`src/logic/rmq_regs.vh`:
```
// Constants for the reference monitor qualify configuration bank.
// Assumes one 20 MHz clock; the serial port decodes addresses upstream.
`ifndef RMQ_REGS_VH
`define RMQ_REGS_VH

// ==========================================================
// Register offsets
`define RMQ_OFF_FAIL_MASK  8'h09
`define RMQ_OFF_INPUT_CFG  8'h0A
`define RMQ_OFF_DQ_DELAY   8'h0B
`define RMQ_OFF_Q_DELAY    8'h0C

// ==========================================================
// Reset values
`define RMQ_RST_FAIL_MASK  8'h66
`define RMQ_RST_INPUT_CFG  8'h10
`define RMQ_RST_DQ_DELAY   8'hAA
`define RMQ_RST_Q_DELAY    8'h55

// ==========================================================
// Field layout
`define RMQ_NREF           4
`define RMQ_MASK_W         4
`define RMQ_HALVE_LSB      0
`define RMQ_DIFF_LSB       4
`define RMQ_SEL_W          2
`define RMQ_BIT_LOS        0
`define RMQ_BIT_SCM        1
`define RMQ_BIT_CFM        2
`define RMQ_BIT_GST        3

// ==========================================================
// Timing: 1 ms soak time base
// Sized to the counter width so no assignment drops bits
`define RMQ_CLK_KHZ        15'h4E20
`define RMQ_TICK_MS        15'h0001
`define RMQ_TICK_CYC       (`RMQ_CLK_KHZ * `RMQ_TICK_MS)
`define RMQ_DQ_MIN_MS      15'h0001
`define RMQ_DQ_10_MS       15'h000A
`define RMQ_DQ_50_MS       15'h0032
`define RMQ_DQ_2S5_MS      15'h09C4
`define RMQ_CNT_W          15
`define RMQ_PRE_W          15

`endif

```
`src/logic/rmq_top.v`:
```
// Reference monitor qualify configuration bank and guard soak timers.
// Assumes the serial port logic presents register writes on CLOCK and
// that the failure detectors run on CLOCK; reference pins are async.
//
// Summary of operation
// - References 0 and 1 each have four mask bits: loss, cycle, frequency, soak.
// - Mask bit zero disables an indicator, one leaves it enabled.
// - Masking only affects the interrupt status at address 0x02.
// - Sticky failure register at 0x07 always reports unmasked failures.
// - Halve enable high divides reference by two before tracking loop.
// - Differential select high uses both pins, low only positive pin.
// - Disqualify after cycle or frequency failure: min, 10ms, 50ms, 2.5s.
// - Requalify after 2, 4, 6 or 8 times the disqualify delay.
// - Reset defaults: disqualify 50 ms code, qualify four times.
// - Soak failure stands while that reference is disqualified: from reset, and after its disqualify timer expires.
`include "rmq_regs.vh"

module rmq_top #(
  parameter [`RMQ_PRE_W-1:0] TICK_CYCLES = `RMQ_TICK_CYC // Cycles per ms
) (
  input  wire       CLOCK,           // 20 MHz system clock
  input  wire       ARST_N,          // Async reset, active low
  input  wire [7:0] REG_ADDR,        // Register address
  input  wire       REG_WR,          // Write strobe, one cycle
  input  wire [7:0] REG_WDATA,       // Write data
  output reg  [7:0] REG_RDATA,       // Read data, registered
  input  wire [3:0] REF_IN_POSITIVE, // Reference positive pins
  input  wire [3:0] REF_IN_NEGATIVE, // Reference negative pins
  input  wire [3:0] LOS_IND,         // Loss of signal indications
  input  wire [3:0] SCM_IND,         // Single cycle monitor indications
  input  wire [3:0] CFM_IND,         // Coarse frequency indications
  output reg  [3:0] TRACK_REF,       // References to tracking loop
  output reg  [3:0] REF_QUALIFIED,   // Soak qualified per reference
  output reg  [7:0] FAIL_IRQ_STATUS, // Masked failures, refs 0 and 1
  output reg  [7:0] FAIL_STICKY_RAW  // Unmasked failures, refs 0 and 1
);

  // ========================================================
  // Configuration registers
  reg [7:0] fail_mask_r;
  reg [7:0] input_cfg_r;
  reg [7:0] dq_delay_r;
  reg [7:0] q_delay_r;

  // Disqualify delay in soak ticks
  function [`RMQ_CNT_W-1:0] dq_ticks;
    input [1:0] code;
    begin
      case (code)
        2'h0:    dq_ticks = `RMQ_DQ_MIN_MS;
        2'h1:    dq_ticks = `RMQ_DQ_10_MS;
        2'h2:    dq_ticks = `RMQ_DQ_50_MS;
        default: dq_ticks = `RMQ_DQ_2S5_MS;
      endcase
    end
  endfunction

  // Qualify delay: (mult+1)*2 times disqualify delay, max 20000 ticks
  function [`RMQ_CNT_W-1:0] q_ticks;
    input [1:0] mult;
    input [1:0] code;
    reg   [`RMQ_CNT_W-1:0] base;
    begin
      base    = dq_ticks(code);
      q_ticks = base * {{(`RMQ_CNT_W-3){1'b0}}, mult, 1'b0} + (base << 1);
    end
  endfunction

  // Register writes; reset values give 50 ms and 4x soak times
  always @(posedge CLOCK or negedge ARST_N) begin
    if (!ARST_N) begin
      fail_mask_r <= `RMQ_RST_FAIL_MASK;
      input_cfg_r <= `RMQ_RST_INPUT_CFG;
      dq_delay_r  <= `RMQ_RST_DQ_DELAY;
      q_delay_r   <= `RMQ_RST_Q_DELAY;
    end else if (REG_WR) begin
      case (REG_ADDR)
        `RMQ_OFF_FAIL_MASK: fail_mask_r <= REG_WDATA;
        `RMQ_OFF_INPUT_CFG: input_cfg_r <= REG_WDATA;
        `RMQ_OFF_DQ_DELAY:  dq_delay_r  <= REG_WDATA;
        `RMQ_OFF_Q_DELAY:   q_delay_r   <= REG_WDATA;
        default: ;
      endcase
    end
  end

  // Read mux; addresses outside this bank read zero
  always @(posedge CLOCK or negedge ARST_N) begin
    if (!ARST_N) begin
      REG_RDATA <= 8'h00;
    end else begin
      case (REG_ADDR)
        `RMQ_OFF_FAIL_MASK: REG_RDATA <= fail_mask_r;
        `RMQ_OFF_INPUT_CFG: REG_RDATA <= input_cfg_r;
        `RMQ_OFF_DQ_DELAY:  REG_RDATA <= dq_delay_r;
        `RMQ_OFF_Q_DELAY:   REG_RDATA <= q_delay_r;
        default:            REG_RDATA <= 8'h00;
      endcase
    end
  end

  // ========================================================
  // Soak time base: one tick per millisecond
  reg [`RMQ_PRE_W-1:0] pre_cnt_r;
  reg                  tick_r;

  always @(posedge CLOCK or negedge ARST_N) begin
    if (!ARST_N) begin
      pre_cnt_r <= {`RMQ_PRE_W{1'b0}};
      tick_r    <= 1'b0;
    end else if (pre_cnt_r >= TICK_CYCLES - 1'b1) begin
      pre_cnt_r <= {`RMQ_PRE_W{1'b0}};
      tick_r    <= 1'b1;
    end else begin
      pre_cnt_r <= pre_cnt_r + 1'b1;
      tick_r    <= 1'b0;
    end
  end

  // ========================================================
  // Per-reference input path and guard soak timer
  wire [3:0] gst_fail;
  wire [3:0] trk_nxt;  // Per-reference next tracking level
  wire [3:0] qual_vec; // Per-reference qualified state

  genvar i;
  generate
    for (i = 0; i < `RMQ_NREF; i = i + 1) begin : g_ref
      reg [1:0]            p_sync_r;
      reg [1:0]            n_sync_r;
      reg                  rx_r;
      reg                  rx_d_r;
      reg                  half_r;
      reg                  fail_d_r;
      reg                  qual_r;
      reg [`RMQ_CNT_W-1:0] cnt_r;
      wire                 diff_sel;
      wire                 rx_nxt;
      wire                 fail;
      wire [1:0]           dq_code;
      wire [`RMQ_CNT_W-1:0] limit;
      wire                 soaking;

      assign diff_sel = input_cfg_r[`RMQ_DIFF_LSB + i];
      // Differential holds its level while both pins agree
      assign rx_nxt = diff_sel ?
                      ((p_sync_r[1] != n_sync_r[1]) ? p_sync_r[1] : rx_r) :
                      p_sync_r[1];

      // Pin synchronisers and receiver
      always @(posedge CLOCK or negedge ARST_N) begin
        if (!ARST_N) begin
          p_sync_r <= 2'b00;
          n_sync_r <= 2'b00;
          rx_r     <= 1'b0;
          rx_d_r   <= 1'b0;
          half_r   <= 1'b0;
        end else begin
          p_sync_r <= {p_sync_r[0], REF_IN_POSITIVE[i]};
          n_sync_r <= {n_sync_r[0], REF_IN_NEGATIVE[i]};
          rx_r     <= rx_nxt;
          rx_d_r   <= rx_r;
          if (rx_r && !rx_d_r)
            half_r <= ~half_r;
        end
      end

      // Halved or straight reference toward the tracking loop
      assign trk_nxt[i] = input_cfg_r[`RMQ_HALVE_LSB + i] ?
                          half_r : rx_r;

      assign fail    = SCM_IND[i] | CFM_IND[i];
      assign dq_code = dq_delay_r[`RMQ_SEL_W*i +: `RMQ_SEL_W];
      // Qualified refs wait out the disqualify time, others the qualify time
      assign limit   = qual_r ? dq_ticks(dq_code) :
                       q_ticks(q_delay_r[`RMQ_SEL_W*i +: `RMQ_SEL_W],
                               dq_code);
      assign soaking = qual_r ? fail : ~fail;

      // Soak counter restarts on every change of the monitor indication
      always @(posedge CLOCK or negedge ARST_N) begin
        if (!ARST_N) begin
          fail_d_r <= 1'b0;
          qual_r   <= 1'b0;
          cnt_r    <= {`RMQ_CNT_W{1'b0}};
        end else begin
          fail_d_r <= fail;
          if (fail != fail_d_r || !soaking) begin
            cnt_r <= {`RMQ_CNT_W{1'b0}};
          end else if (cnt_r >= limit) begin
            qual_r <= ~qual_r;
            cnt_r  <= {`RMQ_CNT_W{1'b0}};
          end else if (tick_r) begin
            cnt_r <= cnt_r + 1'b1;
          end
        end
      end

      // Soak failure stands while the reference is disqualified
      assign gst_fail[i] = ~qual_r;

      assign qual_vec[i] = qual_r;
    end
  endgenerate

  // One register stage for both vectors, so each has a single driver
  always @(posedge CLOCK or negedge ARST_N) begin
    if (!ARST_N) begin
      TRACK_REF     <= 4'h0;
      REF_QUALIFIED <= 4'h0;
    end else begin
      TRACK_REF     <= trk_nxt;
      REF_QUALIFIED <= qual_vec;
    end
  end

  // ========================================================
  // Failure vectors for refs 0 and 1: {gst, cfm, scm, los} per nibble
  wire [7:0] raw_fail;

  generate
    for (i = 0; i < 2; i = i + 1) begin : g_fail
      assign raw_fail[`RMQ_MASK_W*i + `RMQ_BIT_LOS] = LOS_IND[i];
      assign raw_fail[`RMQ_MASK_W*i + `RMQ_BIT_SCM] = SCM_IND[i];
      assign raw_fail[`RMQ_MASK_W*i + `RMQ_BIT_CFM] = CFM_IND[i];
      assign raw_fail[`RMQ_MASK_W*i + `RMQ_BIT_GST] = gst_fail[i];
    end
  endgenerate

  // Mask reaches only the interrupt status path, never the sticky one
  always @(posedge CLOCK or negedge ARST_N) begin
    if (!ARST_N) begin
      FAIL_IRQ_STATUS <= 8'h00;
      FAIL_STICKY_RAW <= 8'h00;
    end else begin
      FAIL_IRQ_STATUS <= raw_fail & fail_mask_r;
      FAIL_STICKY_RAW <= raw_fail;
    end
  end

endmodule // rmq_top

```
`config.mk`:
```
export PLATFORM = sky130hd
export DESIGN_NAME = rmq_top
export DESIGN_NICKNAME = d
export VERILOG_FILES = /design/src/logic/rmq_top.v
export VERILOG_INCLUDE_DIRS = /design/src /design/src/logic
export SDC_FILE = /design/constraint.sdc
export NUM_CORES = 1
export LEC_CHECK = 0
export BUFFER_PORTS_ARGS = -buffer_cell sky130_fd_sc_hd__buf_2
export CAP_MARGIN = 20
export CORE_MARGIN = 1.5
export CORE_UTILIZATION = 40
export CTS_CLUSTER_SIZE = 10
export DETAILED_ROUTE_END_ITERATION = 8
export MAX_ROUTING_LAYER = met4
export PLACE_DENSITY = 0.53
export SLEW_MARGIN = 10
export SYNTH_ARGS = -nofsm -noshare
export SYNTH_HDL_FRONTEND = slang
export SYNTH_SLANG_ARGS = --single-unit
```
`constraint.sdc`:
```
create_clock -name CLOCK -period 16 [get_ports CLOCK]
set_input_delay 1.6 -clock CLOCK [delete_from_list [all_inputs] [get_ports CLOCK]]
set_output_delay 1.6 -clock CLOCK [all_outputs]
set_load 0.02 [all_outputs]
```
* Yosys cells after proc, flatten, opt, wreduce, memory -nomap -nowiden *
Index checks and enable logic that the tools add are counted.

word-level totals
  output and inout port bits = 32
  flip-flop bits (word level) = 176
  logic and storage cells = 177

operators by class
  bitwise operators = 21
  mux-type cells = 39
  multiply operators = 4
  reductions and logical operators = 32
  $lt $le $gt $ge = 5
  equality and inequality tests = 24
  add/subtract/negate cells = 9

operators with widths
  cell                   count
  $mux 15                17
  $pmux 12 s3            4
  $add 15x1->15 const B  5
  $add 15x15->15         4
  $ge 15x15->1           4
  $mul 15x2->14          4
  $eq 8x4->1 const B     4
  $pmux 8 s4             1
  $mux 1                 17
  $not 1->1              16
  $reduce_and 2->1       8
  $ge 15x15->1 const B   1
  $reduce_bool 3->1      4
  $and 8x8->8            1
  $eq 2x1->1 const B     4
  $eq 2x2->1 const B     4
  $logic_not 1->1        8
  $logic_not 2->1        4
  $ne 1x1->1             8
  $ne 2x1->1 const B     4
  $logic_and 1x1->1      4
  $logic_or 1x1->1       4
  $or 1x1->1             4

* Logic depth before layout (Yosys ltp) *
  word-level depth = 8
  depth in mapped cells = 26
  gate-level depth less buffers = 22

* Worst setup path before layout *
No wires, ideal clock.

  path kind = reg-to-reg
  start = register dq_delay_r[5]
  end = register g_ref[2].cnt_r[10]
  stages on the path, launching flop included = 23
  data arrival time = 5.394 ns
  required time = 15.928 ns
  period minus slack after synthesis = 5.467 ns
  setup slack = 10.533 ns
  path through = dfstp_2 inv_1 ha_1 clkbuf_1 and2_1 ha_1 ha_1 inv_1 o22ai_1 nand2_1 nor3_1 a2111oi_0 ha_1 or4_1 o31ai_1 nor2_1 or3_1 ha_1 and4_1 a221oi_1 o211ai_1 clkbuf_1 nor2_1

between the ends
  cells in the longest elaborated chain, start to end = 8
  elaborated cells between the ends (all ways) = 11
  classes of those cells = add/sub: 1; mul: 1; order compare: 1; eq/ne: 2; mux: 4; reduce/logical: 2

ends and longest elaborated chain
  item                                      line           source
  from (decl)                               rmq_top.v:42   reg [7:0] dq_delay_r;
  from (signal assigned)                    rmq_top.v:74   dq_delay_r <= `RMQ_RST_DQ_DELAY;
  $eq 2x2->1, or another cell as far along  rmq_top.v:49   case (code)
  $pmux 12 s3 *                             rmq_top.v:49
  $mul 15x2->14                             rmq_top.v:65   q_ticks = base * {{(`RMQ_CNT_W-3){1'b0}}, mult, 1'b0} + (base << 1);
  $add 15x15->15                            rmq_top.v:65
  $mux 15 *                                 rmq_top.v:175  assign limit = qual_r ? dq_ticks(dq_code) :
  $ge 15x15->1 *                            rmq_top.v:190  end else if (cnt_r >= limit) begin
  $mux 15                                   rmq_top.v:190
  $mux 15                                   rmq_top.v:188  if (fail != fail_d_r || !soaking) begin
  to (signal assigned)                      rmq_top.v:189  cnt_r <= {`RMQ_CNT_W{1'b0}};
  to (signal assigned)                      rmq_top.v:192  cnt_r <= {`RMQ_CNT_W{1'b0}};
  to (signal assigned)                      rmq_top.v:194  cnt_r <= cnt_r + 1'b1;
  to (decl)                                 rmq_top.v:136  reg [`RMQ_CNT_W-1:0] cnt_r;

Every way passes the cells marked *; elsewhere a longest branch is shown, timed or not.
A chain may end at the register's enable or synchronous reset.

* Worst setup path in the final report *
  start = register dq_delay_r[5]
  end = register g_ref[2].cnt_r[5]

Same word-level chain as after synthesis.

==> Implementation_results.wiki <==
{| class="wikitable"
! Metric !! Value
|-
| Per-instance average area after synthesis || just over 9 sq um
|-
| Initial DRC Count || 638
|-
| Max-Slew Margin vs Limit || 37.5%
|-
| Ratio of routed vias to standard cells || between 5 and 6
|-
| Port Buffer Count || 68
|-
| #FFs+latches synth || 176
|-
| Power density over the cells || 84.1 nW/um^2
|-
| Initial standard-cell utilization of the core || 40.7%
|-
| Routed wire length per instance || 16.0 microns
|-
| Number of antenna violations at the first check in global routing || 3
|-
| Cell count of the worst reg-to-reg path || 21
|-
| Setup WS post-layout || 9.77 ns
|-
| Maximum fanout along the worst path || 13
|-
| Category of cells accounting for the largest share of critical-path delay || compound AO/OA/AOI/OAI gates
|-
| Simple-gate portion of the synthesized area || 19.9%
|-
| Failing checks || DRC
|-
| Pins Over Slew Limit || 0
|-
| Min-Delay Path Class || reg2reg
|-
| Post-synth EDFFs || 0
|-
| Critical Path Sink Type || flop
|-
| Total of max-cap violations || 0
|-
| Worst-path cell chain || inv_1 -> ha_1 -> and2_1 -> ha_1 -> ha_1 -> inv_1 -> o22ai_1 -> o21ai_0 -> a2111oi_0 -> ha_1 -> nand3_1 -> a21oi_1 -> o31ai_1 -> nor2_1 -> or3_1 -> ha_1 -> and4_1 -> a221oi_1 -> o211ai_1 -> buf_4 -> nor2_1
|-
| Minimum setup slack after placement || 9.56 ns
|-
| Detailed Route WL || 29.2 mm
|-
| Register with the most flip-flops || g_ref.cnt_r
|-
| Highest achievable clock rate || about 160 MHz
|-
| Total power consumption of the routed design || 1.16 mW
|-
| Height of the die || between 150 and 200 microns
|-
| Wire length of the first global-routing pass || about 50 mm
|-
| TritonCTS clock tree || done
|-
| Critical path buffers and inverters || 3
|-
| Total via count after detailed routing || 10005
|-
| Share of synthesized area spent on multiplexers || 4.20%
|-
| Site Rows || 64
|-
| Placer congestion estimate || 0.825
|-
| Biggest registers after layout || g_ref.cnt_r x60, pre_cnt_r x15
|-
| Adder-cell area share of the yosys netlist || between 10% and 20%
|-
| Clock Sink Count || about 180
|-
| Placed wire-length estimate || 21.3 mm
|-
| Final routed DRC violation total || 12
|-
| Die X-Extent || roughly 180 microns
|-
| CP arrival || 6.61 ns
|-
| Synth Area in Compound Gates || 17.2%
|-
| CTS resizes || 0
|-
| Register clock-pin slew on the reported worst setup and hold paths || 0.07 ns
|-
| Slew @ Worst Pin || 0.935 ns
|-
| Total standard cell area after synthesis || around 13000 sq um
|-
| Number of hold-slack violations in the final timing report || 0
|-
| Final Net Count || between 1500 and 2000
|-
| Standard cell with the maximum stage delay on the critical path || sky130_fd_sc_hd__a2111oi_0
|-
| Flop2flop setup slack || between 9 and 10 ns
|-
| Top Ports || between 70 and 80
|-
| Result of the run || complete, but fails checks
|-
| Critical path start-end classification || reg2reg
|-
| Die Area || ~32000 sq um
|-
| Router iterations before antenna repair || 9
|-
| Clock skew after layout || 0.0112 ns
|-
| CTS buffer count || 17
|-
| Global-route usage over all layers || 19.2%
|-
| Number of warnings reported in the yosys synthesis log || 0
|-
| Count of H-tree levels built during CTS || 4
|-
| Hold-fix buffer count after cts || 0
|-
| Syn nets || between 1500 and 2000
|-
| Post-synth ARST share || 100%
|-
| Min Clock Period, post-route || 6.23 ns
|-
| P_leak || 6.06 nW
|-
| Buffer levels on the longest clock path || 2
|-
| Count of nets left with antenna violations after detail routing || 0
|-
| Count of cell types in the netlist || 81
|-
| GRT Residual Overflow || 0
|-
| Fraction of the cycle the final worst path needs || approximately two fifths
|-
| Post-route cell area || 13800 sq um
|-
| Main combinational cell family by area after synthesis || simple AND/OR/NAND/NOR gates
|-
| Parity-gate share of the synthesized area counting xor and xnor cells || a little over 7%
|-
| Buffer type at the clock tree root || sky130_fd_sc_hd__clkbuf_16
|-
| Area of the core || roughly 31000 sq um
|-
| Most used DFF post-synth || sky130_fd_sc_hd__dfrtp_1
|-
| Area added between synthesis and finish || 9.93%
|-
| Post-synthesis sequential area ratio || 35.3%
|-
| Vias in the first global route || 9497
|-
| Min-Delay Path Depth || 0
|-
| Final setup fails || 0
|-
| Buffers inserted by post-CTS timing repair || 0
|-
| Max IR drop VDD || between 70 and 80 uV
|-
| Number of standard cells after synthesis || ~1400
|-
| Placement-stage cell area || 13100 sq um
|-
| Most common cell on crit path || sky130_fd_sc_hd__ha_1
|-
| Clock latency on the worst-skew pair || approximately 0.45 ns
|-
| Layout cells sized above 1 || 11.8%
|-
| Max FFs per register || 60
|-
| Largest net degree at the start of global routing || 64
|-
| Crit start category || flop
|-
| Unrepaired setup endpoints after global routing || no
|-
| TNS Setup || 0 ns
|-
| Crit-path max cell delay || 0.65 ns
|-
| Logic depth of the worst path, buffers included || 21
|-
| Non-filler instance count after layout || 1828
|-
| Post-placement cell count || 1790
|-
| Required time worst endpoint || between 15 and 20 ns
|}
## cells by family (layout without fill, tap and decap cells)
family / count (synthesis) / in the layout
and+or+nand+nor: 508 / 508
DFF: 176 / 176
AOI/OAI and AO/OA: 317 / 317
buffers and inverters: 108 / 151
other: 0 / 4
muxes: 48 / 48
xor gates and xnor gates: 102 / 102
adders and majority gates: 126 / 126
## per-stage QoR
stage,hold WS (ns),util (%)
3_5_place_dp,0.335,42.7
6_report,0.349,44.8
4_1_cts,0.350,44.7
3_3_place_gp,0.334,42.7
5_1_grt,0.364,44.8
2_1_floorplan,0.331,-
## metal layers
metal / vias up / share of wire [%] / GRT usage (%)
li1: 5077 / - / -
met1: 4761 / 51 / 27.1
met2: 150 / 44 / 28.7
met3: 17 / 3.5 / 3.00
met4: 0 / 0.86 / 4.41
met5: - / 0 / -
## area by class of cell
cell class	count	area, sq um
repair buffers	73	390
clock buffers	19	443
fillers	3043	17000
well taps	396	495
flip-flops and latches	176	4420
multi-input cells	1101	7670
diodes	4	10.0
clock inverters	13	170
inverters	46	173
## report_power, final
group          switching (mW)  internal, mW  total, mW  leakage [nW]
Clock                   0.199         0.242      0.440         0.303
Sequential             0.0479         0.473      0.521          2.28
Combinational           0.120        0.0767      0.197          3.47
Total                   0.367         0.792       1.16          6.06
## cells in the mapped netlist (9+ instances only)
master | instances | area [sq um]
sky130_fd_sc_hd__xor2_1 | 57 | 499
sky130_fd_sc_hd__a21o_1 | 15 | 113
sky130_fd_sc_hd__nand4_1 | 31 | 194
sky130_fd_sc_hd__clkbuf_1 | 45 | 169
sky130_fd_sc_hd__o22ai_1 | 11 | 68.8
sky130_fd_sc_hd__and4_1 | 14 | 123
sky130_fd_sc_hd__a21oi_1 | 91 | 455
sky130_fd_sc_hd__nor3_1 | 23 | 115
sky130_fd_sc_hd__nand3_1 | 50 | 250
sky130_fd_sc_hd__o21a_1 | 15 | 113
sky130_fd_sc_hd__mux2_2 | 37 | 417
sky130_fd_sc_hd__nand2b_1 | 15 | 93.8
sky130_fd_sc_hd__nand2_1 | 117 | 439
sky130_fd_sc_hd__a21boi_0 | 9 | 67.6
sky130_fd_sc_hd__dfrtp_1 | 163 | 4080
sky130_fd_sc_hd__buf_2 | 9 | 45.0
sky130_fd_sc_hd__a211oi_1 | 17 | 128
sky130_fd_sc_hd__dfstp_2 | 13 | 342
sky130_fd_sc_hd__xnor2_1 | 45 | 394
sky130_fd_sc_hd__a221o_1 | 9 | 90.1
sky130_fd_sc_hd__inv_1 | 44 | 165
sky130_fd_sc_hd__o21ai_0 | 46 | 230
sky130_fd_sc_hd__a22oi_1 | 12 | 90.1
sky130_fd_sc_hd__mux2i_1 | 11 | 110
sky130_fd_sc_hd__ha_1 | 121 | 1510
sky130_fd_sc_hd__and3_1 | 21 | 131
sky130_fd_sc_hd__o211ai_1 | 17 | 128
sky130_fd_sc_hd__and2_1 | 31 | 194
sky130_fd_sc_hd__nor2b_1 | 16 | 100
sky130_fd_sc_hd__nor2_1 | 151 | 567
## placed cells by master, fill, tap and decap left out, types with 31 or more instances in the layout
cell and count:
sky130_fd_sc_hd__a21oi_1 91, sky130_fd_sc_hd__and2_1 31, sky130_fd_sc_hd__buf_2 67, sky130_fd_sc_hd__dfrtp_1 163, sky130_fd_sc_hd__ha_1 121, sky130_fd_sc_hd__inv_1 44
sky130_fd_sc_hd__mux2_2 37, sky130_fd_sc_hd__nand2_1 117, sky130_fd_sc_hd__nand3_1 50, sky130_fd_sc_hd__nand4_1 31, sky130_fd_sc_hd__nor2_1 151, sky130_fd_sc_hd__o21ai_0 46
sky130_fd_sc_hd__xnor2_1 45, sky130_fd_sc_hd__xor2_1 57
## final timing paths
check	start	to
setup / recovery	dq_delay_r[5]$_DFFE_PN1P_	g_ref[2].cnt_r[5]$_DFFE_PN0P_
hold / removal	g_ref[0].p_sync_r[0]$_DFF_PN0_	g_ref[0].p_sync_r[1]$_DFF_PN0_
setup reg to reg	dq_delay_r[5]$_DFFE_PN1P_	g_ref[2].cnt_r[5]$_DFFE_PN0P_
hold reg to reg	g_ref[0].p_sync_r[0]$_DFF_PN0_	g_ref[0].p_sync_r[1]$_DFF_PN0_
max in group asynchronous	ARST_N	g_ref[3].cnt_r[4]$_DFFE_PN0P_
min in group asynchronous	ARST_N	g_ref[1].cnt_r[14]$_DFFE_PN0P_
No activity file was read; power rests on OpenSTA's default activity.
